### config.mk
export PLATFORM = sky130hd
export DESIGN_NAME = phy_autoneg_regs
export DESIGN_NICKNAME = d
export VERILOG_FILES = /design/src/logic/phy_regs_pkg.sv /design/src/logic/status_if.sv /design/src/logic/phy_autoneg_regs.sv /design/src/logic/status_capture.sv
export SDC_FILE = /design/constraint.sdc
export NUM_CORES = 1
export LEC_CHECK = 0
export ABC_AREA = 1
export BUFFER_PORTS_ARGS = -buffer_cell sky130_fd_sc_hd__buf_2
export CAP_MARGIN = 20
export CORE_AREA = 2 2 76 78
export CTS_CLUSTER_DIAMETER = 80
export DETAILED_ROUTE_END_ITERATION = 10
export DIE_AREA = 0 0 78 80
export GPL_TIMING_DRIVEN = 0
export PLACE_DENSITY = 0.75
export SYNTH_ARGS = -nofsm -noshare
export SYNTH_HDL_FRONTEND = slang
export SYNTH_HIERARCHICAL = 1
export SYNTH_SLANG_ARGS = --single-unit
### constraint.sdc
create_clock -name core_clk_i -period 1.1 [get_ports core_clk_i]
set_input_delay 0.11 -clock core_clk_i [delete_from_list [all_inputs] [get_ports core_clk_i]]
set_output_delay 0.11 -clock core_clk_i [all_outputs]
set_load 0.005 [all_outputs]
### src/logic/phy_regs_pkg.sv
package phy_regs_pkg;

  localparam int unsigned REG_W = 16;
  localparam int unsigned ADDR_W = 5;

  ////////////////////////////////////////////////////////////////////////////
  // Register offsets on the management port
  localparam logic [4:0] PARTNER_ABILITY_OFS = 5'h05;
  localparam logic [4:0] AUTONEG_EXPANSION_OFS = 5'h06;
  localparam logic [4:0] VENDOR_CONFIGURATION_OFS = 5'h10;

  ////////////////////////////////////////////////////////////////////////////
  // Partner ability field positions
  localparam int unsigned PA_NEXT_PAGE_BIT = 15;
  localparam int unsigned PA_ACK_BIT = 14;
  localparam int unsigned PA_REMOTE_FAULT_BIT = 13;
  localparam int unsigned PA_RSVD_HI = 12;
  localparam int unsigned PA_RSVD_LO = 11;
  localparam int unsigned PA_PAUSE_BIT = 10;
  localparam int unsigned PA_TECH_HI = 9;
  localparam int unsigned PA_TECH_LO = 5;
  localparam int unsigned PA_SEL_HI = 4;
  localparam int unsigned PA_SEL_LO = 0;
  localparam logic [15:0] PARTNER_ABILITY_RST = 16'h0000;
  localparam logic [15:0] PARTNER_RSVD_MASK = 16'h1800;

  ////////////////////////////////////////////////////////////////////////////
  // Expansion field positions
  localparam int unsigned EX_PD_FAULT_BIT = 4;
  localparam int unsigned EX_PARTNER_PAGES_BIT = 3;
  localparam int unsigned EX_LOCAL_PAGES_BIT = 2;
  localparam int unsigned EX_PAGE_RX_BIT = 1;
  localparam int unsigned EX_PARTNER_AN_BIT = 0;
  localparam logic LOCAL_EXTRA_PAGES_CAPABLE = 1'b0;

  ////////////////////////////////////////////////////////////////////////////
  // Vendor configuration field positions and reset values
  localparam int unsigned CF_CODING_BYPASS_BIT = 15;
  localparam int unsigned CF_SCRAMBLER_BYPASS_BIT = 14;
  localparam int unsigned CF_ALIGNMENT_BYPASS_BIT = 13;
  localparam int unsigned CF_FORCE_SD_BIT = 12;
  localparam int unsigned CF_REPEATER_BIT = 11;
  localparam int unsigned CF_TX_MODE_BIT = 10;
  localparam int unsigned CF_FEF_BIT = 9;
  localparam logic [15:0] CFG_IMPL_MASK = 16'hFE00;
  localparam logic [15:0] CFG_RST = 16'h0400;

endpackage : phy_regs_pkg

### src/logic/status_if.sv
interface status_if;
  import phy_regs_pkg::*;

  logic exp_read;
  logic [REG_W-1:0] partner_word;
  logic [REG_W-1:0] expansion_word;

  modport capture (
    input exp_read,
    output partner_word,
    output expansion_word
  );

  modport bank (
    output exp_read,
    input partner_word,
    input expansion_word
  );
endinterface : status_if

### src/logic/phy_autoneg_regs.sv
// Contract
// - Partner ability register loads the link partner's advertised abilities; read only.
// - Bit 5.15 shows partner next page available; resets to zero.
// - Acknowledge bit 5.14 comes from received bursts; software never writes it.
// - Bit 5.13 shows partner remote fault; resets to zero.
// - Reserved bits 5.12-5.11 and 6.15-6.5 read zero; writes ignored.
// - Bit 5.10 shows partner pause capability; resets to zero.
// - Bits 5.9-5.5 show partner technologies, one per bit; reset zero.
// - Bits 5.4-5.0 hold partner selector code; reset all zeros.
// - Bit 6.4 latches high on parallel detection fault; resets zero.
// - Latched bits 6.4 and 6.1 stay set until register 6 read or device reset; 6.0 until restart or device reset.
// - Bit 6.3 shows partner next page able; resets zero.
// - Bit 6.2 local next page ability always reads zero.
// - Bit 6.1 sets on new page received, clears on register 6 read.
// - Bit 6.0 shows partner supports auto-negotiation; resets zero.
// - Bit 16.15 bypasses block coding both directions; resets zero.
// - Bit 16.14 bypasses scrambler and descrambler; resets zero.
// - Bit 16.13 bypasses alignment and scrambling paths; resets zero.
// - Bit 16.12 forces signal detect active; resets zero.
// - Bit 16.11 captures repeater strap at reset, writable; one means repeater.
// - Bit 16.10 selects twisted pair when one, fibre when zero; resets one.
// - Bit 16.9 enables far end fault for fibre; resets zero.
module phy_autoneg_regs
  import phy_regs_pkg::*;
#(
  parameter int unsigned DATA_W = 16,
  parameter int unsigned MGMT_ADDR_W = 5
) (
  // Clock and reset
  input wire logic core_clk_i,
  input wire logic rst_i,
  // Management register port
  input wire logic [phy_regs_pkg::ADDR_W-1:0] mgmt_addr_i,
  input wire logic mgmt_wr_i,
  input wire logic mgmt_rd_i,
  input wire logic [phy_regs_pkg::REG_W-1:0] mgmt_wdata_i,
  output logic [phy_regs_pkg::REG_W-1:0] mgmt_rdata_o,
  output logic mgmt_rvalid_o,
  // Negotiation engine events
  input wire logic page_valid_i,
  input wire logic [phy_regs_pkg::REG_W-1:0] page_word_i,
  input wire logic page_ack_i,
  input wire logic pd_fault_i,
  input wire logic an_restart_i,
  // Straps and medium status
  input wire logic repeater_strap_i,
  input wire logic signal_detect_i,
  // Datapath controls
  output logic coding_bypass_o,
  output logic scrambler_bypass_o,
  output logic alignment_bypass_o,
  output logic signal_detect_o,
  output logic repeater_mode_o,
  output logic tx_mode_o,
  output logic far_end_fault_enable_o
);
  import phy_regs_pkg::*;

  if (DATA_W != REG_W) begin : g_bad_width
    $error("phy_autoneg_regs: DATA_W must equal 16");
  end
  if (MGMT_ADDR_W != ADDR_W) begin : g_bad_addr
    $error("phy_autoneg_regs: MGMT_ADDR_W must equal 5");
  end

  ////////////////////////////////////////////////////////////////////////////
  // Address decode
  function automatic logic addr_hit(input logic [ADDR_W-1:0] addr, input logic [ADDR_W-1:0] ofs);
    addr_hit = (addr == ofs);
  endfunction

  wire logic hit_partner = addr_hit(mgmt_addr_i, PARTNER_ABILITY_OFS);
  wire logic hit_expansion = addr_hit(mgmt_addr_i, AUTONEG_EXPANSION_OFS);
  wire logic hit_config = addr_hit(mgmt_addr_i, VENDOR_CONFIGURATION_OFS);
  // Partner and expansion have no write path at all
  wire logic cfg_write = mgmt_wr_i & hit_config;
  wire logic exp_read = mgmt_rd_i & hit_expansion;

  ////////////////////////////////////////////////////////////////////////////
  // Captured negotiation status
  status_if st_bus ();

  assign st_bus.exp_read = exp_read;

  status_capture u_capture (
    .core_clk_i(core_clk_i),
    .rst_i(rst_i),
    .page_valid_i(page_valid_i),
    .page_word_i(page_word_i),
    .page_ack_i(page_ack_i),
    .pd_fault_i(pd_fault_i),
    .an_restart_i(an_restart_i),
    .st(st_bus.capture)
  );

  ////////////////////////////////////////////////////////////////////////////
  // Vendor configuration; low nine bits are not implemented here
  logic [REG_W-1:0] cfg_q;
  wire logic [REG_W-1:0] cfg_d = cfg_write ? (mgmt_wdata_i & CFG_IMPL_MASK) : cfg_q;
  wire logic [REG_W-1:0] cfg_rst_val = CFG_RST | (REG_W'(repeater_strap_i) << CF_REPEATER_BIT);

  always_ff @(posedge core_clk_i) begin
    if (rst_i) begin
      cfg_q <= cfg_rst_val;
    end else begin
      cfg_q <= cfg_d;
    end
  end

  ////////////////////////////////////////////////////////////////////////////
  // Read path: one-cycle latency, unmapped offsets read zero
  wire logic [REG_W-1:0] rd_mux =
      hit_partner ? st_bus.partner_word :
      hit_expansion ? st_bus.expansion_word :
      hit_config ? cfg_q : 16'h0000;

  always_ff @(posedge core_clk_i) begin
    if (rst_i) begin
      mgmt_rdata_o <= 16'h0000;
      mgmt_rvalid_o <= 1'b0;
    end else begin
      mgmt_rdata_o <= mgmt_rd_i ? rd_mux : mgmt_rdata_o;
      mgmt_rvalid_o <= mgmt_rd_i;
    end
  end

  ////////////////////////////////////////////////////////////////////////////
  // Datapath controls, registered so they follow the register one cycle late
  always_ff @(posedge core_clk_i) begin
    if (rst_i) begin
      coding_bypass_o <= 1'b0;
      scrambler_bypass_o <= 1'b0;
      alignment_bypass_o <= 1'b0;
      signal_detect_o <= 1'b0;
      repeater_mode_o <= 1'b0;
      tx_mode_o <= 1'b1;
      far_end_fault_enable_o <= 1'b0;
    end else begin
      coding_bypass_o <= cfg_q[CF_CODING_BYPASS_BIT];
      // Alignment bypass also skips scrambling
      scrambler_bypass_o <= cfg_q[CF_SCRAMBLER_BYPASS_BIT] | cfg_q[CF_ALIGNMENT_BYPASS_BIT];
      alignment_bypass_o <= cfg_q[CF_ALIGNMENT_BYPASS_BIT];
      signal_detect_o <= signal_detect_i | cfg_q[CF_FORCE_SD_BIT];
      repeater_mode_o <= cfg_q[CF_REPEATER_BIT];
      tx_mode_o <= cfg_q[CF_TX_MODE_BIT];
      far_end_fault_enable_o <= cfg_q[CF_FEF_BIT];
    end
  end

endmodule // phy_autoneg_regs

### src/logic/status_capture.sv
module status_capture
  import phy_regs_pkg::*;
(
  // Clock and reset
  input wire logic core_clk_i,
  input wire logic rst_i,
  // Negotiation engine events
  input wire logic page_valid_i,
  input wire logic [REG_W-1:0] page_word_i,
  input wire logic page_ack_i,
  input wire logic pd_fault_i,
  input wire logic an_restart_i,
  // Toward the register bank
  status_if.capture st
);

  logic [REG_W-1:0] partner_q;
  logic [REG_W-1:0] partner_d;
  logic pd_fault_q;
  logic pd_fault_d;
  logic page_rx_q;
  logic page_rx_d;
  logic an_able_q;
  logic an_able_d;

  ////////////////////////////////////////////////////////////////////////////
  // Partner word: reserved bits forced low, ack tracks the FLP engine
  wire logic [REG_W-1:0] page_clean = page_word_i & ~PARTNER_RSVD_MASK;

  always_comb begin
    partner_d = partner_q;
    if (an_restart_i) begin
      partner_d = PARTNER_ABILITY_RST;
    end else if (page_valid_i) begin
      partner_d = page_clean;
    end
    if (page_ack_i) begin
      partner_d[PA_ACK_BIT] = 1'b1;
    end
  end

  ////////////////////////////////////////////////////////////////////////////
  // Latching flags: a set in the read-clear cycle wins; on an_able_q a restart beats a set
  assign pd_fault_d = (pd_fault_q & ~st.exp_read) | pd_fault_i;
  assign page_rx_d = (page_rx_q & ~st.exp_read) | page_valid_i;
  assign an_able_d = an_restart_i ? 1'b0 : (an_able_q | page_valid_i);

  always_ff @(posedge core_clk_i) begin
    if (rst_i) begin
      partner_q <= PARTNER_ABILITY_RST;
      pd_fault_q <= 1'b0;
      page_rx_q <= 1'b0;
      an_able_q <= 1'b0;
    end else begin
      partner_q <= partner_d;
      pd_fault_q <= pd_fault_d;
      page_rx_q <= page_rx_d;
      an_able_q <= an_able_d;
    end
  end

  assign st.partner_word = partner_q;
  assign st.expansion_word = {11'h000, pd_fault_q,
                              partner_q[PA_NEXT_PAGE_BIT],
                              LOCAL_EXTRA_PAGES_CAPABLE,
                              page_rx_q, an_able_q};

endmodule // status_capture

---- Yosys cells after proc, flatten, opt, wreduce, memory -nomap -nowiden ----
Index checks and enable logic that the tools add are counted.
storage, ports and cells
  flip-flop bits (word level) ............. 48
  output and inout port bits .............. 24
  logic and storage cells ................. 40
  bits of input ports ..................... 47
cells by class
  bitwise operators ....................... 10
  mux-type cells .......................... 8
  eq/ne operators ......................... 3
  reductions and logical operators ........ 3
operators with widths
  operator                                       number
  2-to-1 mux 16 bit                              3
  2-to-1 mux 15 bit                              2
  2-to-1 mux 12 bit                              2
  == test 5 x 3 -> 1 bit, second input constant  2
  == test 5 bit, second input constant           1
  OR 1 bit                                       5
  bitwise AND 1 bit                              4
  nonzero test 3 bit                             1
  nonzero test 2 bit                             1
  OR reduction 2 bit                             1
  2-to-1 mux 1 bit                               1
  inverter 1 bit                                 1

---- Longest topological paths before layout ----
Gate-level depths: netlist of the first run.
  depth in word-level cells ............... 5
  gate-level depth with buffers ........... 9
  gate-level depth less buffers ........... 9

---- Cells and area by module ----
The synthesis of the first run kept the hierarchy.
modules (own cells, without submodules)
  module            times used  cells an instance  sequential area each (µm²)  area each (µm²)
  phy_autoneg_regs  1           211                630.6                       1584.0
  status_capture    1           95                 340.3                       830.8

---- Worst setup path after synthesis of the first run ----
No wires, ideal clock.
  path type ............................... in2reg
  start point ............................. input port mgmt_addr_i[2] (netlist bit)
  end point ............................... register cfg_q[11], enable pin
  cell stages on the path ................. 5
  path buffers ............................ 2
  setup time .............................. 294 ps
  data required time ...................... 806 ps
  arrival time ............................ 826 ps
  setup slack ............................. -21 ps
  cells stage by stage .................... buf_6 > nor2_2 > nand4_4 > buf_6 > nand2_1
between the ends
  word-level cells in the longest chain between the ends .. 3
RTL lines
  what                          line                     RTL
  start, declared               phy_autoneg_regs.sv:33   input wire logic [phy_regs_pkg::ADDR_W-1:0] mgmt_addr_i,
  == test 5 bit                 phy_autoneg_regs.sv:69   addr_hit = (addr == ofs);
  bitwise AND 1 bit             phy_autoneg_regs.sv:76   wire logic cfg_write = mgmt_wr_i & hit_config;
  nonzero test 2 bit (no line)  -
  end signal, assigned          phy_autoneg_regs.sv:104  cfg_q <= cfg_rst_val;
  end signal, assigned          phy_autoneg_regs.sv:106  cfg_q <= cfg_d;
  end, declared                 phy_autoneg_regs.sv:98   logic [REG_W-1:0] cfg_q;
No other way between the ends.
A chain may end at the register's enable or synchronous reset.

---- Final worst setup path of the first run ----
  start point ............................. register u_capture.partner_q[15], in the netlist u_capture/st.partner_word[15]
  end point ............................... register mgmt_rdata_o[15] (netlist bit)
between the ends
  word-level cells in the longest chain between the ends .. 1
RTL lines
  what                    line                     RTL
  start, declared         status_capture.sv:17     logic [REG_W-1:0] partner_q;
  start signal, assigned  status_capture.sv:55     partner_q <= partner_d;
  2-to-1 mux 16 bit       phy_autoneg_regs.sv:113  hit_partner ? st_bus.partner_word :
  end signal, assigned    phy_autoneg_regs.sv:122  mgmt_rdata_o <= mgmt_rd_i ? rd_mux : mgmt_rdata_o;
  end, declared           phy_autoneg_regs.sv:37   output logic [phy_regs_pkg::REG_W-1:0] mgmt_rdata_o,
No other way between the ends.

==> results of run 1 <==
## cells by family (layout without fill, tap and decap cells)
group | count (synthesis) | count (layout) | synth area share
AND/OR/NAND/NOR | 152 | 152 | 0.320
AO/OA/AOI/OAI | 42 | 42 | 0.122
buffers and inverters | 63 | 129 | 0.154
other | 1 | 14 | 0.00155
flip-flops | 48 | 48 | 0.402
## worst max-delay path, cell delays in order (launching register included)
cell     delay (ns)
dfxtp_1        0.39
buf_4          0.12
inv_1          0.03
nand3_1        0.06
nand2_1        0.05
inv_1          0.06
nand2_1        0.07
a21oi_2        0.10
## worst min-delay path by stage
stage	start	endpoint	slack, ns
after CTS	signal_detect_i	signal_detect_o	0.01
after detailed placement	page_ack_i	u_capture/st.partner_word[14]	0.31
after global placement	page_ack_i	u_capture/st.partner_word[14]	0.31
final	signal_detect_i	signal_detect_o	0.02
after global routing	pd_fault_i	u_capture/pd_fault_q	0.03
after floorplan	rst_i	u_capture/page_rx_q	0.18
## Yosys cell counts
cell type	n	area share
buf_2	2	0.0041
a21oi_1	9	0.019
nor2_4	4	0.019
o21ai_2	13	0.047
buf_4	19	0.059
nand4_1	14	0.036
nand2_2	3	0.0078
clkinv_2	1	0.0021
nor2_1	29	0.045
buf_12	1	0.0083
a21oi_2	9	0.033
o21ai_0	5	0.010
inv_2	4	0.0062
buf_6	4	0.019
nand3_2	8	0.033
conb_1	1	0.0016
nand3_1	8	0.017
nor2_2	12	0.031
buf_8	1	0.0062
inv_4	1	0.0026
clkinv_1	1	0.0016
nor3_2	1	0.0041
nand4_4	1	0.0088
nand2_1	71	0.11
dfxtp_1	47	0.39
edfxtp_1	1	0.012
o21a_1	1	0.0031
inv_1	26	0.040
o21ai_1	5	0.010
clkbuf_1	3	0.0047
nor2_8	1	0.0083
## per-layer routing
layer	vias to the layer above	part of all wire	GRT usage
li1	1085	-	-
met1	862	0.45	0.207
met2	50	0.47	0.294
met3	7	0.060	0.0430
met4	0	0.013	0.0526
met5	-	0	0
## cell type report
class,instances,area share
Buffer,30,0.0820
Clock buffer,6,0.0278
Clock inverter,2,0.0130
Inverter,33,0.0429
Multi-Input combinational cell,208,0.378
Sequential cell,48,0.326
Tap cell,72,0.0303
Timing Repair Buffer,58,0.0992
## through the flow
step	util	power (mW)	setup WS, ns	cell area, um^2
3_5_place_dp	0.526	2.30	-0.163	2840
4_1_cts	0.550	3.64	0.147	2980
5_1_grt	0.550	3.77	0.0456	2980
6_report	0.550	3.59	0.159	2980
3_3_place_gp	0.526	2.30	-0.166	2840
2_1_floorplan	-	2.15	0.0805	2470
## power groups by stage
stage          sequential (mW)  clock (mW)  combinational [mW]
3_5_place_dp              1.86           0               0.446
2_1_floorplan             1.85           0               0.300
3_3_place_gp              1.86           0               0.440
4_1_cts                   1.82        1.37               0.451
6_report                  1.82        1.32               0.449
5_1_grt                   1.82        1.44               0.500
## cell usage in the layout (no fill, tap or decap), types with 3 or more instances in the layout
master and count:
nor2_4 5, clkbuf_1 3, buf_2 59, buf_6 4, o21ai_0 5, conb_1 14, nand3_2 8, dfxtp_1 47
nand4_1 14, a21oi_2 9, clkbuf_8 6, nor2_1 29, buf_4 19, nand2_1 71, nand2_2 3, a21oi_1 9
inv_2 4, nor2_2 11, inv_1 26, o21ai_1 5, o21ai_2 13, nand3_1 8
==> impl_metrics.ini, run 1 <==
[timing]
max_freq_mhz = 1060
skew_ns = 0.00431
whs_ns = 0.0191
hold_violations = 0
drv_slew = 0
rsz0062_at_grt = false
fin_tns_setup_ns = 0
setup-violations-final = 0
period_share = 0.856
final.min_clock_period_ns = 0.941

[critical_path]
rrSetupSlack_ns = 0.16
crit_path_start = u_capture/st.partner_word[15]
endpoint_kind = flop
path_class = flop to flop
r2r-start = u_capture/st.partner_word[15]
critPathLaunchType = flop
ff2ff_path_depth = 7
crit_end = mgmt_rdata_o[15]
arrival_ns = 1.18
crit_fanout = 3
r2r_end = mgmt_rdata_o[15]
crit_required_ns = 1.34

[place]
dpl.hpwl_mm = 3.85
finalWeightedCongestion = 0.841
port_buffers = 57
place_inst = 448

[clock_network]
cts_buffer_depth = 2
path_clk_slew_ns = 0.08
numCtsBuffers = 5
cts_setup_buffers = 0
cts_sinks = 48
cts_resized = 0
cts_hold_buffers = 1
ctsHtreeMaxLevel = 2
cts_root_buf = clkbuf_8
clock_latency_ns = 0.30
cts_tree = done

[global_route]
grt_pass1_vias = 1925
grt_pass1_wl_mm = 8.31
track_usage = 0.170
antenna_found_initial = 0
grt_max_degree = 16
grt.overflow.total = 0

[logic_synthesis]
syn_area_um2 = 2410
ys_types = 31
synthCells = 306
syn_area_per_cell_um2 = 7.89
yosysSeqAreaShare = 0.402
ys_seq_elements = 48
yosysWarningCount = 6

[layout]
fillCellCount = 523
fin_nets = 431
multi_input_area_um2 = 1130
regArea_um2 = 971
drive_above_1_share = 0.390
diodes = 0
largest_reg_flops = 16
instances_no_fill = 457
top_register = mgmt_rdata_o
area_growth_pct = 23.2

[power_and_ir_drop]
leakagePower_nw = 1.47
peakVddDrop_mv = 0.605
power_frac_seq = 0.506
p_int_mw = 2.73
power.switching_mw = 0.856
p_sw_frac = 0.239
p_comb_frac = 0.125
p_per_area_nw_per_um2 = 1210
clkPwrFrac = 0.369

[job]
cap_violations = 0

[drt]
drt-total-wl_mm = 5.06
routed_via_density = 4.39
postRouteAntennaNets = 0
wl_per_cell_um = 11.1
drc_errors = 0
vias = 2004
drt-pass1-iter-count = 5
first_iter_violations = 40

[floorplan]
num_rows = 27
core-area_um2 = 5410
die_area_um2 = 6240
initial_core_util = 0.447
fp.dieH_um = 80
dieWidth_um = 78
boundaryPins = 71

[min_path]
worstHoldPathCells = 3
hold_path_class = primary input to flop

[outcome]
status = finished clean
No activity file was read; power rests on OpenSTA's default activity.
==> run 2: changes to the inputs <==
PLACE_DENSITY = 0.77   (was 0.75)
==> impl_metrics.ini, run 2 (synthesis results as in run 1) <==
[place]
dpl.hpwl_mm = 3.81
finalWeightedCongestion = 0.843
place_inst = 448
port_buffers = 57

[critical_path]
crit_fanout = 3
cp_slowest_cell = dfxtp_1
cp_top_family = flip-flops
cp_num_buf_inv = 3
critPathLaunchType = flop
path_cells = buf_4 > inv_1 > nand3_1 > nand2_1 > inv_1 > nand2_1 > a21oi_2
endpoint_kind = flop
arrival_ns = 1.19
crit_required_ns = 1.33
path_class = flop to flop
cp_slowest_stage_delay_ns = 0.38

[drt]
drt-total-wl_mm = 5.05
vias = 2049
postRouteAntennaNets = 0
drt-pass1-iter-count = 4
routed_via_density = 4.48
first_iter_violations = 69
wl_per_cell_um = 11.1
drc_errors = 0

[power_and_ir_drop]
finalPower_mw = 3.30
leakagePower_nw = 1.45
p_per_area_nw_per_um2 = 1120
peakVddDrop_mv = 0.476

[floorplan]
core-area_um2 = 5410
initial_core_util = 0.447
boundaryPins = 71
num_rows = 27
fp.dieH_um = 80
die_area_um2 = 6240
dieWidth_um = 78

[global_route]
grt_pass1_wl_mm = 8.58
antenna_found_initial = 0
grt_pass1_vias = 1952
grt_max_degree = 15
track_usage = 0.173
grt.overflow.total = 0

[timing]
fin_tns_setup_ns = 0
drv_slew = 0
setup-violations-final = 0
max_freq_mhz = 1050
final.min_clock_period_ns = 0.953
rsz0062_at_grt = false
skew_ns = 0.0112
hold_violations = 0
period_share = 0.867

[layout]
fillCellCount = 537
largest_reg_flops = 16
fin_nets = 431
instances_no_fill = 457
area_growth_pct = 21.7
top_register = mgmt_rdata_o
layout_commonest_cell = nand2_1
mostFrequentLayoutCells = 71 x nand2_1, 59 x buf_2, 47 x dfxtp_1
regArea_um2 = 971
diodes = 0
multi_input_area_um2 = 1130
drive_above_1_share = 0.384

[job]
cap_violations = 0

[clock_network]
ctsHtreeMaxLevel = 2
clock_latency_ns = 0.30
cts_resized = 0
cts_root_buf = clkbuf_8
cts_buffer_depth = 2
path_clk_slew_ns = 0.09
numCtsBuffers = 5
cts_sinks = 48
cts_tree = done

[min_path]
hold_path_class = primary input to flop

[outcome]
status = finished clean
==> run 2: changes by cell type in the layout (fill, tap and decap cells not counted), sizes merged <==
cell and change:
bufinv -1, clkbuf +1
==> run 2: per-layer routing <==
metal,part of all wire,vias to the layer above,routed length (um),track usage
met5,0,-,0,0
met4,0.0075,0,38,0.0404
met3,0.061,5,310,0.0464
met2,0.47,57,2360,0.291
met1,0.46,896,2350,0.222
li1,-,1091,-,-
==> run 2: layout make-up <==
class / count / share of cell area
multi-input cells: 208 / 0.383
clock buffers: 7 / 0.0260
clock inverters: 1 / 0.00298
well taps: 72 / 0.0307
repair buffers: 58 / 0.100
flip-flops and latches: 48 / 0.330
plain buffers: 30 / 0.0830
inverters: 33 / 0.0434
==> run 2: final timing paths <==
kind	start	to	cells past startpoint	slack (ns)
max	u_capture/st.partner_word[15]	mgmt_rdata_o[15]	7	0.15
min	signal_detect_i	signal_detect_o	3	0.02
min reg2reg	u_capture/st.partner_word[7]	mgmt_rdata_o[7]	2	0.45
max reg2reg	u_capture/st.partner_word[15]	mgmt_rdata_o[15]	7	0.15
==> run 2: worst min-delay path, cell delays in order <==
cell,delay (ns)
buf_2,0.08
nor2_1,0.03
nor2_1,0.07
==> run 2: report_power, final <==
| group | internal, mW | total (mW) | switching [mW] |
|---|---|---|---|
| sequential | 1.79 | 1.82 | 0.0242 |
| combinational | 0.197 | 0.453 | 0.256 |
| clock | 0.455 | 1.03 | 0.573 |
| total | 2.44 | 3.30 | 0.854 |
==> run 2: stage by stage <==
step                worst slack [ns]  hold WS (ns)   util  instance area, um^2
detailed placement            -0.150         0.312  0.526                 2840
global placement              -0.131         0.307  0.526                 2840
floorplan                     0.0805         0.179      -                 2470
global route                  0.0584        0.0226  0.544                 2940
finish                         0.147        0.0234  0.544                 2940
CTS                            0.148        0.0256  0.544                 2940
==> run 2: repair_timing <==
action / CTS / global route
hold buffers: 1 / 0
endpoints found under the setup margin: 0 / 0
endpoints found under the hold margin: 1 / 0
setup buffers: 0 / 0
